==> config.mk <==
export PLATFORM = sky130hd
export DESIGN_NAME = setm_monitor
export DESIGN_NICKNAME = d
export VERILOG_FILES = /design/src/setm_pkg.sv /design/src/setm_counter.sv /design/src/setm_monitor.sv
export VERILOG_INCLUDE_DIRS = /design/src
export SDC_FILE = /design/constraint.sdc
export NUM_CORES = 1
export LEC_CHECK = 0
export BUFFER_PORTS_ARGS = -buffer_cell sky130_fd_sc_hd__buf_2
export CAP_MARGIN = 0
export CORE_MARGIN = 4
export CORE_UTILIZATION = 50
export CTS_CLUSTER_DIAMETER = 80
export DETAILED_ROUTE_END_ITERATION = 8
export MAX_ROUTING_LAYER = met4
export PLACE_DENSITY_LB_ADDON = 0.2
export REMOVE_ABC_BUFFERS = 1
export SLEW_MARGIN = 20
export SYNTH_ARGS = -nofsm -noshare
export SYNTH_HDL_FRONTEND = slang
export SYNTH_SLANG_ARGS = --single-unit
==> constraint.sdc <==
create_clock -name mclk -period 2.95 [get_ports mclk]
set_input_delay 0.59 -clock mclk [delete_from_list [all_inputs] [get_ports mclk]]
set_output_delay 0.59 -clock mclk [all_outputs]
set_load 0.02 [all_outputs]
==> src/setm_params.svh <==
// timing-free constants for the scrub error threshold monitor
`ifndef SETM_PARAMS_SVH
`define SETM_PARAMS_SVH
`define SETM_UE_THR_W 8
`define SETM_CE_THR_W 10
`define SETM_BLK_THR_W 8
`define SETM_RUN_THR_W 10
`define SETM_CNT_W 10
`define SETM_ADDR_W 32
`define SETM_EN_RESET 1'b0
`define SETM_CNT_RESET 10'h000
`define SETM_IDX_CE 0
`define SETM_IDX_UE 1
`define SETM_IDX_RUN 2
`define SETM_IDX_BLK 3
`endif

==> src/setm_pkg.sv <==
// types shared by the scrub error threshold monitor
`default_nettype none
package setm_pkg;
    typedef enum logic [1:0] {
        SETM_CAP_IDLE = 2'b01,
        SETM_CAP_HELD = 2'b10
    } setm_cap_state_type;
endpackage
`default_nettype wire

==> src/setm_counter.sv <==
// one saturating error counter with threshold compare
`default_nettype none
module setm_counter
    import setm_pkg::*;
#(
    parameter int CNT_W = 10,
    parameter int THR_W = 10
) (
    // clock and reset
    input wire logic mclk,
    input wire logic rstn,
    // event and control
    input wire logic event_in,
    input wire logic clear,
    input wire logic enable,
    input wire logic [THR_W-1:0] threshold,
    // result
    output logic [CNT_W-1:0] count,
    output logic over
);
    // refuse widths the compare cannot serve, at elaboration
    if (THR_W > CNT_W || CNT_W < 1) begin : g_bad_param
        $error("setm_counter: counter narrower than threshold");
    end

    logic [CNT_W-1:0] cnt_q, cnt_d;

    // counter saturates so a flood cannot wrap back below the threshold
    always_comb begin
        cnt_d = cnt_q;
        if (event_in && cnt_q != {CNT_W{1'b1}}) begin
            cnt_d = CNT_W'(cnt_q + 1'b1);
        end else if (clear) begin
            cnt_d = '0;
        end
        if (clear && event_in) begin
            cnt_d = {{(CNT_W-1){1'b0}}, 1'b1}; // event in the clear cycle is kept
        end
    end

    always_ff @(posedge mclk or negedge rstn) begin
        if (!rstn) begin
            cnt_q <= '0;
        end else begin
            cnt_q <= cnt_d;
        end
    end

    assign count = cnt_q;
    // strictly greater than, and only while enabled
    assign over = enable && (cnt_q > CNT_W'(threshold));
endmodule // setm_counter
`default_nettype wire

==> src/setm_monitor.sv <==
// scrub error threshold monitor: four counters, sticky status, failing access capture, interrupt
// Behaviour
// - A disabled threshold never raises status or interrupt for its error type.
// - An enabled type raises status, and interrupt if enabled, once its count exceeds the threshold.
// - The AHB uncorrectable threshold is eight bits wide, upper written bits ignored.
// - The AHB correctable threshold is ten bits wide, upper written bits ignored.
// - The scrub block-count threshold is eight bits wide, upper written bits ignored.
// - The scrub run-count threshold is ten bits wide, upper written bits ignored.
// - Each threshold has its own enable and all enables reset to disabled.
// - AHB status, scrub status and the failing AHB access capture are all readable.
// - Software clears status after reading it and the block then rearms for the next error.
// - The error interrupt has a software enable and fires only for enabled threshold conditions.
`include "setm_params.svh"
`default_nettype none
module setm_monitor
    import setm_pkg::*;
#(
    parameter int ADDR_W = `SETM_ADDR_W,
    parameter int CNT_W = `SETM_CNT_W
) (
    // clock and reset
    input wire logic mclk,
    input wire logic rstn,
    // error events from the AHB side, one-cycle pulses
    input wire logic ahb_ce_evt,
    input wire logic ahb_ue_evt,
    input wire logic [ADDR_W-1:0] ahb_err_addr,
    input wire logic ahb_err_write,
    // error events from the scrubber, one-cycle pulses
    input wire logic scrub_run_evt,
    input wire logic scrub_blk_evt,
    // configuration written by software
    input wire logic [31:0] ue_thr_wr,
    input wire logic [31:0] ce_thr_wr,
    input wire logic [31:0] blk_thr_wr,
    input wire logic [31:0] run_thr_wr,
    input wire logic cfg_ahb_we,
    input wire logic cfg_scrub_we,
    input wire logic ce_en_wr,
    input wire logic ue_en_wr,
    input wire logic run_en_wr,
    input wire logic blk_en_wr,
    input wire logic irq_en_wr,
    input wire logic irq_en_we,
    // status clear strobes, one-cycle pulses
    input wire logic ahb_status_clr,
    input wire logic scrub_status_clr,
    // readable state
    output logic [ADDR_W-1:0] ahb_fail_addr,
    output logic ahb_fail_write,
    output logic ahb_fail_ue,
    output logic ahb_ce_status,
    output logic ahb_ue_status,
    output logic [CNT_W-1:0] ahb_ce_count,
    output logic [CNT_W-1:0] ahb_ue_count,
    output logic scrub_run_status,
    output logic scrub_blk_status,
    output logic [CNT_W-1:0] scrub_run_count,
    output logic [CNT_W-1:0] scrub_blk_count,
    output logic [3:0] thr_en,
    output logic irq_en,
    output logic [`SETM_UE_THR_W-1:0] ue_thr,
    output logic [`SETM_CE_THR_W-1:0] ce_thr,
    output logic [`SETM_BLK_THR_W-1:0] blk_thr,
    output logic [`SETM_RUN_THR_W-1:0] run_thr,
    // interrupt, level
    output logic err_irq
);
    // refuse widths the compare cannot serve, at elaboration
    if (CNT_W < `SETM_CE_THR_W || ADDR_W < 1) begin : g_bad_param
        $error("setm_monitor: counter narrower than threshold");
    end

    // configuration state
    logic [`SETM_UE_THR_W-1:0] ue_thr_q, ue_thr_d;
    logic [`SETM_CE_THR_W-1:0] ce_thr_q, ce_thr_d;
    logic [`SETM_BLK_THR_W-1:0] blk_thr_q, blk_thr_d;
    logic [`SETM_RUN_THR_W-1:0] run_thr_q, run_thr_d;
    logic [3:0] en_q, en_d;
    logic irq_en_q, irq_en_d;

    // only low bits of the written words are kept
    always_comb begin
        ue_thr_d = ue_thr_q;
        ce_thr_d = ce_thr_q;
        blk_thr_d = blk_thr_q;
        run_thr_d = run_thr_q;
        en_d = en_q;
        irq_en_d = irq_en_q;
        if (cfg_ahb_we) begin
            ue_thr_d = ue_thr_wr[`SETM_UE_THR_W-1:0];
            ce_thr_d = ce_thr_wr[`SETM_CE_THR_W-1:0];
            en_d[`SETM_IDX_CE] = ce_en_wr;
            en_d[`SETM_IDX_UE] = ue_en_wr;
        end
        if (cfg_scrub_we) begin
            blk_thr_d = blk_thr_wr[`SETM_BLK_THR_W-1:0];
            run_thr_d = run_thr_wr[`SETM_RUN_THR_W-1:0];
            en_d[`SETM_IDX_RUN] = run_en_wr;
            en_d[`SETM_IDX_BLK] = blk_en_wr;
        end
        if (irq_en_we) begin
            irq_en_d = irq_en_wr;
        end
    end

    always_ff @(posedge mclk or negedge rstn) begin
        if (!rstn) begin
            ue_thr_q <= '0;
            ce_thr_q <= '0;
            blk_thr_q <= '0;
            run_thr_q <= '0;
            en_q <= {4{`SETM_EN_RESET}};
            irq_en_q <= `SETM_EN_RESET;
        end else begin
            ue_thr_q <= ue_thr_d;
            ce_thr_q <= ce_thr_d;
            blk_thr_q <= blk_thr_d;
            run_thr_q <= run_thr_d;
            en_q <= en_d;
            irq_en_q <= irq_en_d;
        end
    end

    // per-type counters; index order ce, ue, run, blk
    logic [3:0] evt, clr, over;
    logic [CNT_W-1:0] cnt [4];
    logic [`SETM_CE_THR_W-1:0] thr_ext [4];

    assign evt = {scrub_blk_evt, scrub_run_evt, ahb_ue_evt, ahb_ce_evt};
    assign clr = {scrub_status_clr, scrub_status_clr, ahb_status_clr, ahb_status_clr};
    assign thr_ext[`SETM_IDX_CE] = ce_thr_q;
    assign thr_ext[`SETM_IDX_UE] = {2'h0, ue_thr_q};
    assign thr_ext[`SETM_IDX_RUN] = run_thr_q;
    assign thr_ext[`SETM_IDX_BLK] = {2'h0, blk_thr_q};

    for (genvar i = 0; i < 4; i++) begin : g_cnt
        setm_counter #(
            .CNT_W(CNT_W),
            .THR_W(`SETM_CE_THR_W)
        ) u_cnt (
            .mclk(mclk),
            .rstn(rstn),
            .event_in(evt[i]),
            .clear(clr[i]),
            .enable(en_q[i]),
            .threshold(thr_ext[i]),
            .count(cnt[i]),
            .over(over[i])
        );
    end

    // sticky status; the clear beats a standing crossing, an error in the clear cycle survives in the counter
    logic [3:0] st_q, st_d;
    always_comb begin
        for (int k = 0; k < 4; k++) begin
            st_d[k] = st_q[k];
            if (clr[k]) st_d[k] = 1'b0;
            if (over[k] && !clr[k]) st_d[k] = 1'b1;
            if (!en_q[k]) st_d[k] = 1'b0;
        end
    end

    always_ff @(posedge mclk or negedge rstn) begin
        if (!rstn) begin
            st_q <= '0;
        end else begin
            st_q <= st_d;
        end
    end

    // failing access capture: first AHB error after rearm is held
    setm_cap_state_type cap_q, cap_d;
    logic [ADDR_W-1:0] fa_q, fa_d;
    logic fw_q, fw_d, fu_q, fu_d;
    logic ahb_evt;
    assign ahb_evt = ahb_ce_evt || ahb_ue_evt;

    always_comb begin
        cap_d = cap_q;
        fa_d = fa_q;
        fw_d = fw_q;
        fu_d = fu_q;
        case (cap_q)
            SETM_CAP_IDLE: begin
                if (ahb_evt) begin
                    fa_d = ahb_err_addr;
                    fw_d = ahb_err_write;
                    fu_d = ahb_ue_evt;
                    cap_d = SETM_CAP_HELD;
                end
            end
            SETM_CAP_HELD: begin
                // rearm; an error in the clear cycle is captured at once
                if (ahb_status_clr) begin
                    cap_d = ahb_evt ? SETM_CAP_HELD : SETM_CAP_IDLE;
                    if (ahb_evt) begin
                        fa_d = ahb_err_addr;
                        fw_d = ahb_err_write;
                        fu_d = ahb_ue_evt;
                    end
                end
            end
            default: cap_d = SETM_CAP_IDLE;
        endcase
    end

    always_ff @(posedge mclk or negedge rstn) begin
        if (!rstn) begin
            cap_q <= SETM_CAP_IDLE;
            fa_q <= '0;
            fw_q <= 1'b0;
            fu_q <= 1'b0;
        end else begin
            cap_q <= cap_d;
            fa_q <= fa_d;
            fw_q <= fw_d;
            fu_q <= fu_d;
        end
    end

    // interrupt from enabled, latched threshold conditions
    logic irq_q, irq_d;
    always_comb begin
        irq_d = irq_en_q && (|(st_q & en_q));
    end

    always_ff @(posedge mclk or negedge rstn) begin
        if (!rstn) begin
            irq_q <= 1'b0;
        end else begin
            irq_q <= irq_d;
        end
    end

    // outputs
    assign ahb_fail_addr = fa_q;
    assign ahb_fail_write = fw_q;
    assign ahb_fail_ue = fu_q;
    assign ahb_ce_status = st_q[`SETM_IDX_CE];
    assign ahb_ue_status = st_q[`SETM_IDX_UE];
    assign scrub_run_status = st_q[`SETM_IDX_RUN];
    assign scrub_blk_status = st_q[`SETM_IDX_BLK];
    assign ahb_ce_count = cnt[`SETM_IDX_CE];
    assign ahb_ue_count = cnt[`SETM_IDX_UE];
    assign scrub_run_count = cnt[`SETM_IDX_RUN];
    assign scrub_blk_count = cnt[`SETM_IDX_BLK];
    assign thr_en = en_q;
    assign irq_en = irq_en_q;
    assign ue_thr = ue_thr_q;
    assign ce_thr = ce_thr_q;
    assign blk_thr = blk_thr_q;
    assign run_thr = run_thr_q;
    assign err_irq = irq_q;

    // checks
    disabled_quiet_a: assert property (@(posedge mclk) disable iff (!rstn)
        !en_q[0] |=> !st_q[0]) else $error("disabled ce type raised status");
    // the other three types stay quiet when disabled too
    ue_quiet_a: assert property (@(posedge mclk) disable iff (!rstn)
        !en_q[1] |=> !st_q[1]) else $error("disabled ue type raised status");
    run_quiet_a: assert property (@(posedge mclk) disable iff (!rstn)
        !en_q[2] |=> !st_q[2]) else $error("disabled run type raised status");
    blk_quiet_a: assert property (@(posedge mclk) disable iff (!rstn)
        !en_q[3] |=> !st_q[3]) else $error("disabled blk type raised status");
    // every enabled type sets status one cycle after its count passes the threshold
    ce_over_a: assert property (@(posedge mclk) disable iff (!rstn)
        (en_q[0] && cnt[0] > ce_thr_q && !clr[0] && en_d[0]) |=> st_q[0]) else $error("ce over without status");
    run_over_a: assert property (@(posedge mclk) disable iff (!rstn)
        (en_q[2] && cnt[2] > run_thr_q && !clr[2] && en_d[2]) |=> st_q[2]) else $error("run over without status");
    blk_over_a: assert property (@(posedge mclk) disable iff (!rstn)
        (en_q[3] && cnt[3] > {2'h0, blk_thr_q} && !clr[3] && en_d[3]) |=> st_q[3])
        else $error("blk over without status");
    over_sets_a: assert property (@(posedge mclk) disable iff (!rstn)
        (en_q[1] && cnt[1] > {2'h0, ue_thr_q} && !clr[1] && en_d[1]) |=> st_q[1])
        else $error("ue over threshold without status");
    ue_width_a: assert property (@(posedge mclk) disable iff (!rstn)
        cfg_ahb_we |=> ue_thr_q == $past(ue_thr_wr[7:0])) else $error("ue threshold not low eight bits");
    ce_width_a: assert property (@(posedge mclk) disable iff (!rstn)
        cfg_ahb_we |=> ce_thr_q == $past(ce_thr_wr[9:0])) else $error("ce threshold not low ten bits");
    blk_width_a: assert property (@(posedge mclk) disable iff (!rstn)
        cfg_scrub_we |=> blk_thr_q == $past(blk_thr_wr[7:0])) else $error("blk threshold wrong");
    run_width_a: assert property (@(posedge mclk) disable iff (!rstn)
        cfg_scrub_we |=> run_thr_q == $past(run_thr_wr[9:0])) else $error("run threshold wrong");
    enable_hold_a: assert property (@(posedge mclk) disable iff (!rstn)
        (!cfg_ahb_we && !cfg_scrub_we) |=> en_q == $past(en_q)) else $error("enable changed without write");
    capture_hold_a: assert property (@(posedge mclk) disable iff (!rstn)
        (cap_q == SETM_CAP_HELD && !ahb_status_clr) |=> fa_q == $past(fa_q)) else $error("capture overwritten");
    clear_rearm_a: assert property (@(posedge mclk) disable iff (!rstn)
        (ahb_status_clr && !ahb_evt) |=> cap_q == SETM_CAP_IDLE && ahb_ce_count == '0)
        else $error("no rearm after clear");
    irq_gate_a: assert property (@(posedge mclk) disable iff (!rstn)
        err_irq |-> $past(irq_en_q) && $past(|(st_q & en_q))) else $error("irq without enabled cause");
    irq_raise_a: assert property (@(posedge mclk) disable iff (!rstn)
        (irq_en_q && |(st_q & en_q)) |=> err_irq) else $error("enabled cause without irq");
    // counters step by one per error and keep an error that meets a clear
    count_step_a: assert property (@(posedge mclk) disable iff (!rstn)
        (ahb_ce_evt && !ahb_status_clr && cnt[0] != {CNT_W{1'b1}}) |=> cnt[0] == $past(cnt[0]) + 1'b1)
        else $error("ce counter did not step");
    clear_event_a: assert property (@(posedge mclk) disable iff (!rstn)
        (ahb_status_clr && ahb_ce_evt) |=> ahb_ce_count == CNT_W'(1))
        else $error("error in clear cycle lost");
    count_sat_a: assert property (@(posedge mclk) disable iff (!rstn)
        (cnt[2] == {CNT_W{1'b1}} && !clr[2]) |=> cnt[2] == {CNT_W{1'b1}}) else $error("run counter wrapped");
    irq_seen_c: cover property (@(posedge mclk) disable iff (!rstn) $rose(err_irq));
    ue_status_c: cover property (@(posedge mclk) disable iff (!rstn) $rose(ahb_ue_status));
    blk_clear_c: cover property (@(posedge mclk) disable iff (!rstn) scrub_blk_status ##1 !scrub_blk_status);
    clr_evt_c: cover property (@(posedge mclk) disable iff (!rstn) ahb_status_clr && ahb_ce_evt);
endmodule // setm_monitor
`default_nettype wire

# Word level (Yosys, flattened, before mapping)

Index checks and enable logic that the tools add are counted.

Flip-flop bits (word level): 122
Latch bits: 0
Memories kept: 0
Bits in read-only memories: 0
Word-level logic and storage cells: 102
Memory bits (writable): 0

Shifts and indexed selects: 0
Reductions and logical operators: 28
Divide/modulo/power cells: 0
Magnitude comparators: 4
Bitwise logic cells: 1
$add $sub $neg: 4
Eq/ne operators: 12
Muxes and demuxes: 33
$mul: 0

Operators with widths:

| operator                | count |
|---|---|
| $mux W10                | 10 |
| $mux W32                | 2 |
| $pmux W32 S2            | 1 |
| $add A10 B1 Y10 const B | 4 |
| $ne A10 B10 Y1 const B  | 4 |
| $gt A10 B10 Y1          | 2 |
| $gt A10 B8 Y1           | 2 |
| $logic_and A1 B1 Y1     | 17 |
| $mux W1                 | 14 |
| $ne A3 B2 Y1 const B    | 4 |
| $reduce_bool A3 Y1      | 4 |
| $mux W2                 | 3 |
| $and A4 B4 Y4           | 1 |
| $ne A2 B2 Y1 const B    | 2 |
| $pmux W1 S2             | 2 |
| $pmux W2 S2             | 1 |
| $reduce_and A2 Y1       | 2 |
| $reduce_or A4 Y1        | 1 |
| $eq A2 B1 Y1 const B    | 1 |
| $eq A2 B2 Y1 const B    | 1 |
| $logic_not A1 Y1        | 2 |
| $reduce_bool A2 Y1      | 1 |
| $logic_or A1 B1 Y1      | 1 |

# Longest topological paths before layout

Gate-level depths: netlist (run 1).

Word-level depth: 5
Gate-level depth with buffers: 6

# Cells and area by module

From an unflattened synthesis (run 1), not the netlist that was laid out.

Cells, all modules: 578
Area total of the unflattened synthesis: 6555.0 um^2

By module, submodules not included:

| module       | sequential area each (um^2) | times used | cells an instance | area an instance (um^2) |
|---|---|---|---|---|
| setm_counter | 250.2                       | 4          | 96                | 820.8 |
| setm_monitor | 2053.2                      | 1          | 194               | 3271.9 |

# Worst setup path after synthesis (run 1)

OpenSTA, ideal clock, no wires.

Kind: register -> register
Start point: reg cap_q[0]
End point: reg fa_q[0], in the netlist ahb_fail_addr[0]
Arrival: 1.819 ns
Path slack: 1.006 ns
Clock period less this slack: 1.944 ns
Path buffers: 1
Data required time: 2.825 ns
Stages on the path, launching flop included: 7
Cell sequence: dfstp_2 inv_1 ha_1 nor2b_1 nor3_2 buf_4 mux2_2

Word-level cells in the longest chain between the ends: 3
Elaborated cells on any way between the ends: 6
Those cells by class: eq/ne (3); mux (1); reduce/logical (2)

RTL lines:

| what                                                                       | RTL line            | RTL |
|---|---|---|
| start, declared                                                            | setm_monitor.sv:173 | `setm_cap_state_type cap_q, cap_d;` |
| start signal, assigned                                                     | setm_monitor.sv:215 | `cap_q <= cap_d;` |
| $eq A2 B2 Y1 / $eq A2 B1 Y1 (equally long branches)                        | setm_monitor.sv:184 | `case (cap_q)` |
| $ne A2 B2 Y1 (no source line) / $reduce_bool A2 Y1 (equally long branches) | --                  |  |
| $reduce_and A2 Y1 (no source line)                                         | --                  |  |
| end signal, assigned                                                       | setm_monitor.sv:211 | `fa_q <= '0;` |
| end signal, assigned                                                       | setm_monitor.sv:216 | `fa_q <= fa_d;` |
| end, declared                                                              | setm_monitor.sv:174 | `logic [ADDR_W-1:0] fa_q, fa_d;` |

Parallel ways exist; a longest one is shown, timed or not.
A chain may end at the register's enable or synchronous reset.

# Worst setup path in the final report (run 1)

Start point: reg cap_q[0]
End point: reg fa_q[9], in the netlist ahb_fail_addr[9]

Same word-level chain as after synthesis.

==> impl_results.md, run 1 <==
* Seq cells post-synth at 122
* Drt wl/cell at 16.2 um
* Clock transition at path regs at roughly 0.05 ns
* GRT Util Overall at 0.236
* Number of synthesized flops with an enable pin at 0
* H-tree depth at 4
* Slowest-stage cell, CP: dfstp_2
* # Post-CTS Setup Buffers at 0
* Max Cap Viol at 0
* Worst setup EP type: register
* Die Height at 119 um
* Inserted Clock Buffers at 17
* Arr. time, crit path at around 2.4 ns
* GRT overflow at 0
* PortBufs at ~200
* Worst reg2reg startpoint: cap_q[0]$_DFFE_PN1P_
* Rows at 40
* Storage cell area at between 0.003 and 0.004 mm^2
* Final Cycle Share at 0.708
* Clock latency on the worst-skew pair at ~0.42 ns
* Seq/Total Area, Yosys at 0.495
* Router iterations before antenna repair at 5
* Worst Path Max Fanout at 34
* Filler cells at 967
* Slew headroom at 0.602
* Maximum root-to-sink buffer count at 2
* Max IR drop VDD at about 0.4 mV
* Top FF cell, synth: dfrtp_1
* Vias in the first global route at 5465
* Lkg Pwr at slightly below 0.004 uW
* Clk_skew at between 0.009 and 0.01 ns
* Layout Cells excl Fill at roughly 970
* Initial antenna violation count at 2
* Critical path buffers and inverters at 2
* Antenna-violating nets left at 0
* Slowest stage delay, CP at between 0.5 and 0.6 ns
* Area of the multi-input gates at between 0.002 and 0.003 mm^2
* Setup TNS at 0 ns
* Final Setup Violations at 0
* Distinct cells, synth at 57
* Io pins at a little under 300
* FF-to-FF path depth at 6
* Synth-to-layout area growth at 28.2%
* CTS tree: yes
* Async set-reset flop share out of synthesis at 1.00
* Outcome: finished clean
* Crit start category: register
* Min Hold Slack at 0.135 ns
* Die X at roughly 120 um
* CP Cell Sequence: inv_1 -> ha_1 -> nor2b_1 -> nor3_4 -> buf_4 -> mux2_2
* Share of cells above drive strength 1 at 0.357
* Routability congestion estimate at about 0.88
* Fmax at 479 MHz
* DPL Wire Length at approximately 12000 um
* DRC Markers at 0
* Synth Instances at between 500 and 600
* Die area at approximately 0.014 mm^2
* Fin crit period at 2.09 ns
* Reg2reg setup slack at about 0.86 ns
* Total Routed Length at about 16000 um
* Final-stage net count at slightly above 1k
* Cells after DPL at 940
* Most common cell after layout, fill and taps aside: buf_2
* Yosys warns at 0
* R2R Path End: ahb_fail_addr[9]$_DFFE_PN0P_
* 1st-iter DRT viols at ~290
* Post-CTS sizing at 0
* Crit-path leading delay family: flip-flops
* Avg Inst Size Synth at around 11 um^2
* Most frequent cells in the layout: 203 x buf_2, 121 x dfrtp_1, 52 x nand2_1
* Largest net degree at the start of global routing at 60
* DR vias at around 5.3k
* # clock sinks at 122
* Pwr Density at ~750 mW/mm^2
* Hold Fails Final Rpt at 0
* Clock root cell: clkbuf_16
* Initial Util at 0.512
* Core region area at 0.0121 mm^2
* Hold WC Path Type: input port to asynchronous set/reset pin
* Area of the mapped netlist at 0.00617 mm^2
* Slew Viols, Final at 0
* Cts hold-fix bufs at 0
* Final Core Density at 0.656
* Vias/cell at between 5 and 6
* WP data required at 3.25 ns
* Kind of critical path: register to register
* RSZ-0062 raised after global routing: no
* First-pass GRT wire length at approximately 26000 um
* Worst-Margin Slew at around 0.60 ns
-- flip-flops by register name, indices dropped and copies added, names as in the netlist --
register           count
thr_en                 4
blk_thr                8
ahb_fail_ue            1
cap_q                  2
run_thr               10
st_q                   4
g_cnt.u_cnt.count     40
err_irq                1
irq_en                 1
ahb_fail_addr         32
ue_thr                 8
ahb_fail_write         1
ce_thr                10
-- area by class of cell --
cell class | count | area share
inverter | 49 | 0.0232
antenna | 2 | 0.000632
clock buffer | 24 | 0.0621
multi-input combinational | 394 | 0.356
tap | 168 | 0.0266
timing repair buffer | 207 | 0.134
clock inverter | 7 | 0.0114
sequential | 122 | 0.386
-- metrics by stage --
stage / instance area [um^2] / power [uW] / setup slack [ns]
after CTS: 7910 / 5990 / 0.829
after floorplan: 6050 / 3290 / 0.121
after global routing: 7910 / 6220 / 0.726
final: 7910 / 5920 / 0.861
after global placement: 7330 / 3850 / 0.752
after detailed placement: 7330 / 3930 / 0.679
-- worst max path at each step --
stage | startpoint | endpoint | slack (ns) | cells past startpoint
2_1_floorplan | cap_q[0]$_DFFE_PN1P_ | ahb_fail_addr[0]$_DFFE_PN0P_ | 0.12 | 5
3_3_place_gp | ahb_status_clr | ahb_fail_addr[10]$_DFFE_PN0P_ | 0.75 | 5
3_5_place_dp | ahb_status_clr | ahb_fail_addr[13]$_DFFE_PN0P_ | 0.68 | 5
4_1_cts | cap_q[0]$_DFFE_PN1P_ | ahb_fail_addr[9]$_DFFE_PN0P_ | 0.83 | 6
5_1_grt | cap_q[0]$_DFFE_PN1P_ | ahb_fail_addr[31]$_DFFE_PN0P_ | 0.73 | 6
6_report | cap_q[0]$_DFFE_PN1P_ | ahb_fail_addr[9]$_DFFE_PN0P_ | 0.86 | 6
-- report_power, final --
part	switching (uW)	leakage [uW]	total (uW)	internal, uW
Sequential	184	0.00153	2190	2010
Clock	715	0.000282	2040	1320
Combinational	963	0.00209	1690	729
Total	1860	0.00391	5920	4060
-- cells in the mapped netlist, drive strengths merged, types with 2 or more instances --
master / count / area (um^2)
o311ai: 6 / 52.6
nor3: 19 / 105
a2111oi: 2 / 23.8
or3: 6 / 38.8
o31a: 2 / 17.5
a21o: 3 / 22.5
clkbuf: 10 / 47.5
mux2i: 5 / 50.1
nand4: 16 / 100
a21oi: 28 / 140
inv: 48 / 180
o211ai: 5 / 37.5
nor4: 2 / 12.5
o21a: 3 / 22.5
nor3b: 2 / 15.0
or4: 3 / 22.5
and3: 5 / 31.3
nor2: 25 / 93.8
nor2b: 4 / 25.0
o21ai: 47 / 235
and4: 5 / 47.6
a22oi: 2 / 15.0
mux2: 43 / 484
xnor2: 4 / 35.0
nand3b: 4 / 30.0
nand2: 52 / 195
a22o: 2 / 17.5
nand3: 18 / 103
o2111ai: 3 / 26.3
nand2b: 2 / 12.5
o41ai: 2 / 17.5
ha: 42 / 526
xor2: 5 / 43.8
dfrtp: 121 / 3030
a31oi: 2 / 12.5
a21boi: 4 / 30.0
o31ai: 6 / 58.8
a211oi: 9 / 67.6
buf: 11 / 72.6
-- routing by layer --
metal,part of all wire,GRT usage,up-vias
li1,-,-,2523
met1,0.41,0.282,2596
met2,0.50,0.383,179
met3,0.056,0.0589,44
met4,0.033,0.0956,0
met5,0,-,-
-- logic make-up (layout without fill, tap and decap cells) --
kind of cell / Yosys count / in the layout / share of synthesized area
DFF: 122 / 122 / 0.495
adders and majority gates: 42 / 42 / 0.0851
AOI/OAI and AO/OA: 130 / 130 / 0.135
other: 0 / 2 / 0
buffers and inverters: 70 / 287 / 0.0493
xor gates and xnor gates: 9 / 9 / 0.0128
muxes: 48 / 48 / 0.0866
and+or+nand+nor: 165 / 165 / 0.137
(Power assumes the default switching activity.)
==> run 2, diff against run 1 <==
- CORE_UTILIZATION: 50 -> 42
- clock period: 2.95 -> 1.75 ns (I/O delays scaled with it)
==> impl_results.md, run 2 (synthesis results as in run 1) <==
* Outcome: finished, violations left (was finished clean)
* Violated checks: setup timing
* Largest register FFs at 40 (unchanged)
* Max IR drop VDD at 0.662 mV (was 0.406 mV)
* Worst Path Max Fanout at 9 (was 34)
* Most common cell after layout, fill and taps aside: buf_2 (unchanged)
* Vias in the first global route at 5544 (was 5465)
* Slew headroom at 0.660 (was 0.602)
* Routability congestion estimate at 0.906 (was 0.875)
* FF-to-FF path depth at 7 (was 6)
* Worst setup startpoint: cap_q[0]$_DFFE_PN1P_ (unchanged)
* Hold WC Path Type: input port to register (was input port to asynchronous set/reset pin)
* Final Setup Violations at 34 (was 0)
* Total Routed Length at 17200 um (was 15700 um)
* PnR worst setup slack at -0.0734 ns (was 0.861 ns)
* GRT Util Overall at 0.211 (was 0.236)
* DRC Markers at 0 (unchanged)
* Vias/cell at 5.33 (was 5.49)
* Synth-to-layout area growth at 35.8% (was 28.2%)
* Hold Fails Final Rpt at 0 (unchanged)
* Share of cells above drive strength 1 at 0.389 (was 0.357)
* Most frequent cells in the layout: 203 x buf_2, 120 x dfrtp_1, 52 x nand2_1 (was 203 x buf_2, 121 x dfrtp_1, 52 x nand2_1)
* Final-stage net count at 1044 (was 1010)
* Inserted Clock Buffers at 17 (unchanged)
* Rows at 44 (was 40)
* Hold depth at 3
* Storage cell area at 0.00306 mm^2 (was 0.00305 mm^2)
* First-pass GRT wire length at 27100 um (was 26400 um)
* Slew Viols, Final at 0 (unchanged)
* RSZ-0062 raised after global routing: yes (was no)
* Core region area at 0.0145 mm^2 (was 0.0121 mm^2)
* Initial antenna violation count at 1 (was 2)
* Die Height at 129 um (was 119 um)
* Crit start category: register (unchanged)
* Filler cells at 1251 (was 967)
* Fin crit period at 1.82 ns (was 2.09 ns)
* Pwr Density at 1300 mW/mm^2 (was 748 mW/mm^2)
* Worst-Margin Slew at 0.497 ns (was 0.597 ns)
* Placed inst area at 0.00757 mm^2 (was 0.00733 mm^2)
* Clock latency on the worst-skew pair at 0.41 ns (was 0.42 ns)
* DR vias at 5445 (was 5342)
* Hold Path Origin: run_thr_wr[8]
* Fmax at 548 MHz (was 479 MHz)
* Router iterations before antenna repair at 5 (unchanged)
* Die X at 129 um (was 119 um)
* GRT overflow at 0 (unchanged)
* Initial Util at 0.426 (was 0.512)
* Largest net degree at the start of global routing at 47 (was 60)
* Final Core Density at 0.579 (was 0.656)
* # clock sinks at 122 (unchanged)
* WP data required at 2.04 ns (was 3.25 ns)
* Slowest stage delay, CP at 0.53 ns (was 0.54 ns)
* Cell area after layout at 0.00838 mm^2 (was 0.00791 mm^2)
* H-tree depth at 4 (unchanged)
* Arr. time, crit path at 2.11 ns (was 2.39 ns)
* Slowest-stage cell, CP: dfstp_2 (unchanged)
* Critical path buffers and inverters at 3 (was 2)
* Max Cap Viol at 0 (unchanged)
* CTS tree: yes (unchanged)
* Final Cycle Share at 1.04 (was 0.708)
* Worst reg2reg startpoint: cap_q[0]$_DFFE_PN1P_ (unchanged)
* DPL Wire Length at 12400 um (was 11700 um)
* Clock root cell: clkbuf_16 (unchanged)
* Lkg Pwr at 0.00420 uW (was 0.00391 uW)
* Drt wl/cell at 16.8 um (was 16.2 um)
* Io pins at 297 (unchanged)
* Worst setup EP type: register (unchanged)
* CP Cell Sequence: inv_2 -> ha_4 -> nor2b_4 -> nor3_4 -> buf_12 -> buf_16 -> mux2_2 (was inv_1 -> ha_1 -> nor2b_1 -> nor3_4 -> buf_4 -> mux2_2)
* PortBufs at 204 (unchanged)
* Area of the multi-input gates at 0.00294 mm^2 (was 0.00282 mm^2)
* Clk_skew at 0.00679 ns (was 0.00965 ns)
* 1st-iter DRT viols at 388 (was 294)
* Antenna-violating nets left at 0 (unchanged)
* Die area at 0.0167 mm^2 (was 0.0142 mm^2)
* Kind of critical path: register to register (unchanged)
* Clock transition at path regs at 0.05 ns (about the same)
* Worst path depth at 7 (was 6)
* Maximum root-to-sink buffer count at 2 (unchanged)
* Crit-path leading delay family: flip-flops (unchanged)
run 2: changes by cell type in the layout (fill, tap and decap cells not counted), sizes merged:
cell         before  now
buf             207  239
clkbuf           24   25
diode             2    1
dlygate4sd3       0    1
run 2: area by class of cell:
type,instances,share of cell area
sequential,122,0.364
multi-input combinational,394,0.351
timing repair buffer,241,0.166
clock buffer,24,0.0586
tap,184,0.0275
inverter,49,0.0219
clock inverter,7,0.0107
antenna,1,0.000298
run 2: final timing paths:
check / endpoint / slack, ns
max: ahb_fail_addr[18]$_DFFE_PN0P_ / -0.07
min: run_thr[8]$_DFFE_PN0P_ / 0.15
max reg2reg: ahb_fail_addr[18]$_DFFE_PN0P_ / -0.07
min reg2reg: ahb_fail_addr[10]$_DFFE_PN0P_ / 0.50
max in group asynchronous: g_cnt[1].u_cnt.count[1]$_DFFE_PN0P_ / 0.78
min in group asynchronous: g_cnt[0].u_cnt.count[9]$_DFFE_PN0P_ / 0.46
run 2: stage by stage:
step / total power, uW / setup WS (ns) / TNS (ns) / hold slack, ns / cells
after floorplan: 5540 / -1.08 / -36.70 / 0.0544 / 565
after global placement: 6640 / -0.0708 / -2.23 / 0.358 / 984
after detailed placement: 6760 / -0.125 / -3.78 / 0.365 / 984
after CTS: 10800 / -0.121 / -2.42 / 0.128 / 1020
after global routing: 11500 / -0.132 / -3.70 / 0.143 / 1022
final: 10900 / -0.0734 / -1.63 / 0.148 / 1022
run 2: report_power, final:
| group | leakage, uW | total [uW] | switching, uW | internal (uW) |
|---|---|---|---|---|
| combinational | 0.00239 | 3770 | 1890 | 1880 |
| sequential | 0.00153 | 3700 | 319 | 3380 |
| clock | 0.000282 | 3440 | 1210 | 2230 |
| total | 0.00420 | 10900 | 3420 | 7500 |
run 2: per-layer routing:
metal | vias to the layer above | wire length, um | GRT usage
met5 | - | 0 | -
met4 | 0 | 289 | 0.0692
met3 | 24 | 1080 | 0.0544
met2 | 185 | 8570 | 0.343
met1 | 2636 | 7230 | 0.257
li1 | 2600 | - | -
run 2: repair_timing:
item,CTS,global route
hold buffers,1,0
pin swaps,0,1
gates cloned,2,1
endpoints found under the hold margin,45,0
resized for setup,16,19
endpoints found under the setup margin,34,39
setup buffers,2,2
run 2: worst min-delay path: stages:
cell,delay (ns)
buf_2,0.07
nand2_1,0.04
o21ai_0,0.06
==> run 3, diff against run 2 <==
- RECOVER_POWER: not set -> 25
- clock period: 1.75 -> 1.5 ns (I/O delays scaled with it)
==> impl_results.md, run 3 (synthesis results as in run 1) <==
* Final Setup Violations at 47 (was 34)
* PortBufs at 204 (unchanged)
* Die Height at 129 um (unchanged)
* # clock sinks at 122 (unchanged)
* Final total power at 13400 uW (was 10900 uW)
* Most frequent cells in the layout: 193 x buf_2, 102 x dfrtp_1, 81 x buf_4 (was 203 x buf_2, 120 x dfrtp_1, 52 x nand2_1)
* First-pass GRT wire length at 29800 um (was 27100 um)
* Clock latency on the worst-skew pair at 0.42 ns (was 0.41 ns)
* Initial antenna violation count at 1 (unchanged)
* 1st-iter DRT viols at 342 (was 388)
* DRC Markers at 0 (unchanged)
* Vias/cell at 5.46 (was 5.33)
* Hold WC Path Type: input port to register (unchanged)
* Cell area after layout at 0.00968 mm^2 (was 0.00838 mm^2)
* Antenna-violating nets left at 0 (unchanged)
* Rows at 44 (unchanged)
* Crit start category: register (unchanged)
* CTS tree: yes (unchanged)
* Clock root cell: clkbuf_16 (unchanged)
* Largest register FFs at 40 (unchanged)
* Hold depth at 3 (unchanged)
* Core region area at 0.0145 mm^2 (unchanged)
* RSZ-0062 raised after global routing: yes (unchanged)
* PnR worst setup slack at -0.278 ns (was -0.0734 ns)
* Maximum root-to-sink buffer count at 2 (unchanged)
* Vias in the first global route at 5961 (was 5544)
* Most common cell after layout, fill and taps aside: buf_2 (unchanged)
* GRT Util Overall at 0.234 (was 0.211)
* Lkg Pwr at 0.00473 uW (was 0.00420 uW)
* Clock transition at path regs at 0.06 ns (was 0.05 ns)
* FF-to-FF path depth at 7 (unchanged)
* Slew headroom at 0.550 (was 0.660)
* Worst setup EP type: register (unchanged)
* Outcome: finished, violations left (unchanged)
* Worst Path Max Fanout at 8 (was 9)
* Share of cells above drive strength 1 at 0.533 (was 0.389)
* Die X at 129 um (unchanged)
* Io pins at 297 (unchanged)
* Total Routed Length at 20200 um (was 17200 um)
* Largest net degree at the start of global routing at 76 (was 47)
* Final Cycle Share at 1.19 (was 1.04)
* DPL Wire Length at 13000 um (was 12400 um)
* Drt wl/cell at 18.4 um (was 16.8 um)
* Placed inst area at 0.00791 mm^2 (was 0.00757 mm^2)
* DR vias at 5988 (was 5445)
* Initial Util at 0.426 (unchanged)
* Arr. time, crit path at 2.08 ns (was 2.11 ns)
* Worst-Margin Slew at 0.676 ns (was 0.497 ns)
* H-tree depth at 4 (unchanged)
* Pre-CTS setup slack at -0.390 ns (was -0.125 ns)
* Hold Crit Endpoint: run_thr[8]$_DFFE_PN0P_ (unchanged)
* Min Hold Slack at 0.0854 ns (was 0.148 ns)
* Synth-to-layout area growth at 56.8% (was 35.8%)
* Clk_skew at 0.0119 ns (was 0.00679 ns)
* Inserted Clock Buffers at 17 (unchanged)
* Final-stage net count at 1118 (was 1044)
* Worst reg2reg startpoint: cap_q[0]$_DFFE_PN1P_ (unchanged)
* Die area at 0.0167 mm^2 (unchanged)
* WP data required at 1.80 ns (was 2.04 ns)
* Pwr Density at 1380 mW/mm^2 (was 1300 mW/mm^2)
* R2R Path End: ahb_fail_addr[20]$_DFFE_PN0P_ (was ahb_fail_addr[18]$_DFFE_PN0P_)
* Kind of critical path: register to register (unchanged)
* Fmax at 562 MHz (was 548 MHz)
* Routability congestion estimate at 0.870 (was 0.906)
* Violated checks: setup timing (unchanged)
* Max IR drop VDD at 1.03 mV (was 0.662 mV)
* Reg2reg setup slack at -0.28 ns (was -0.07 ns)
* Slew Viols, Final at 0 (unchanged)
* Fin crit period at 1.78 ns (was 1.82 ns)
* Max Cap Viol at 0 (unchanged)
* Router iterations before antenna repair at 5 (unchanged)
* Hold Path Origin: run_thr_wr[8] (unchanged)
* Hold Fails Final Rpt at 0 (unchanged)
* GRT overflow at 0 (unchanged)
run 3: cell count changes in the layout (fill, tap and decap cells not counted), sizes merged:
cell / before / now
clkbuf: 25 / 23
clkinv: 4 / 8
bufinv: 2 / 1
inv: 48 / 49
clkinvlp: 2 / 4
buf: 239 / 310
run 3: worst max-delay path by stage:
stage	startpoint	to	slack [ns]	cells after the start
after floorplan	cap_q[0]$_DFFE_PN1P_	ahb_fail_addr[0]$_DFFE_PN0P_	-1.33	5
after global placement	cap_q[0]$_DFFE_PN1P_	ahb_fail_addr[6]$_DFFE_PN0P_	-0.33	5
after detailed placement	cap_q[0]$_DFFE_PN1P_	ahb_fail_addr[30]$_DFFE_PN0P_	-0.39	5
after CTS	cap_q[0]$_DFFE_PN1P_	ahb_fail_addr[20]$_DFFE_PN0P_	-0.38	8
after global routing	cap_q[0]$_DFFE_PN1P_	ahb_fail_addr[21]$_DFFE_PN0P_	-0.32	7
final	cap_q[0]$_DFFE_PN1P_	ahb_fail_addr[20]$_DFFE_PN0P_	-0.28	7
run 3: layout make-up:
type,instances,area (um^2)
Clock buffer,19,443
Fill cell,1119,4800
Multi-Input combinational cell,394,3510
Inverter,49,186
Clock inverter,13,123
Tap cell,184,230
Timing Repair Buffer,315,2110
Sequential cell,122,3080
Antenna cell,1,2.50
run 3: report_power, final:
part           switching [uW]  total, uW  internal (uW)  leakage, uW
clock network            1590       3920           2330     0.000266
logic                    2460       5090           2630      0.00296
registers                 398       4350           3950      0.00150
run 3: worst max-delay path, cell delays in order (launching register included):
cell,delay (ns)
dfstp_2,0.54
inv_2,0.05
ha_4,0.15
nor2b_4,0.13
nor3_4,0.16
buf_6,0.17
buf_12,0.15
mux2_4,0.32
run 3: stage by stage:
| step | instances | util | TNS [ns] |
|---|---|---|---|
| 2_1_floorplan | 565 | - | -47.00 |
| 3_3_place_gp | 1028 | 0.546 | -11.53 |
| 3_5_place_dp | 1028 | 0.546 | -13.80 |
| 4_1_cts | 1077 | 0.622 | -11.04 |
| 5_1_grt | 1097 | 0.668 | -12.66 |
| 6_report | 1097 | 0.668 | -9.73 |
run 3: per-layer routing:
layer / up-vias / routed length, um / GRT usage
li1: 2754 / - / -
met3: 30 / 1300 / 0.0639
met2: 232 / 10500 / 0.388
met1: 2972 / 8090 / 0.276
met5: - / 0 / -
met4: 0 / 331 / 0.0821
run 3: what timing repair did:
action                                 4_1_cts  5_1_grt
cloned                                       4        1
pin swaps                                   15       47
hold buffers                                 1        0
setup endpoints to repair                   57       84
resized for setup                           71      129
endpoints found under the hold margin      121        0
buffers inserted                            12       23
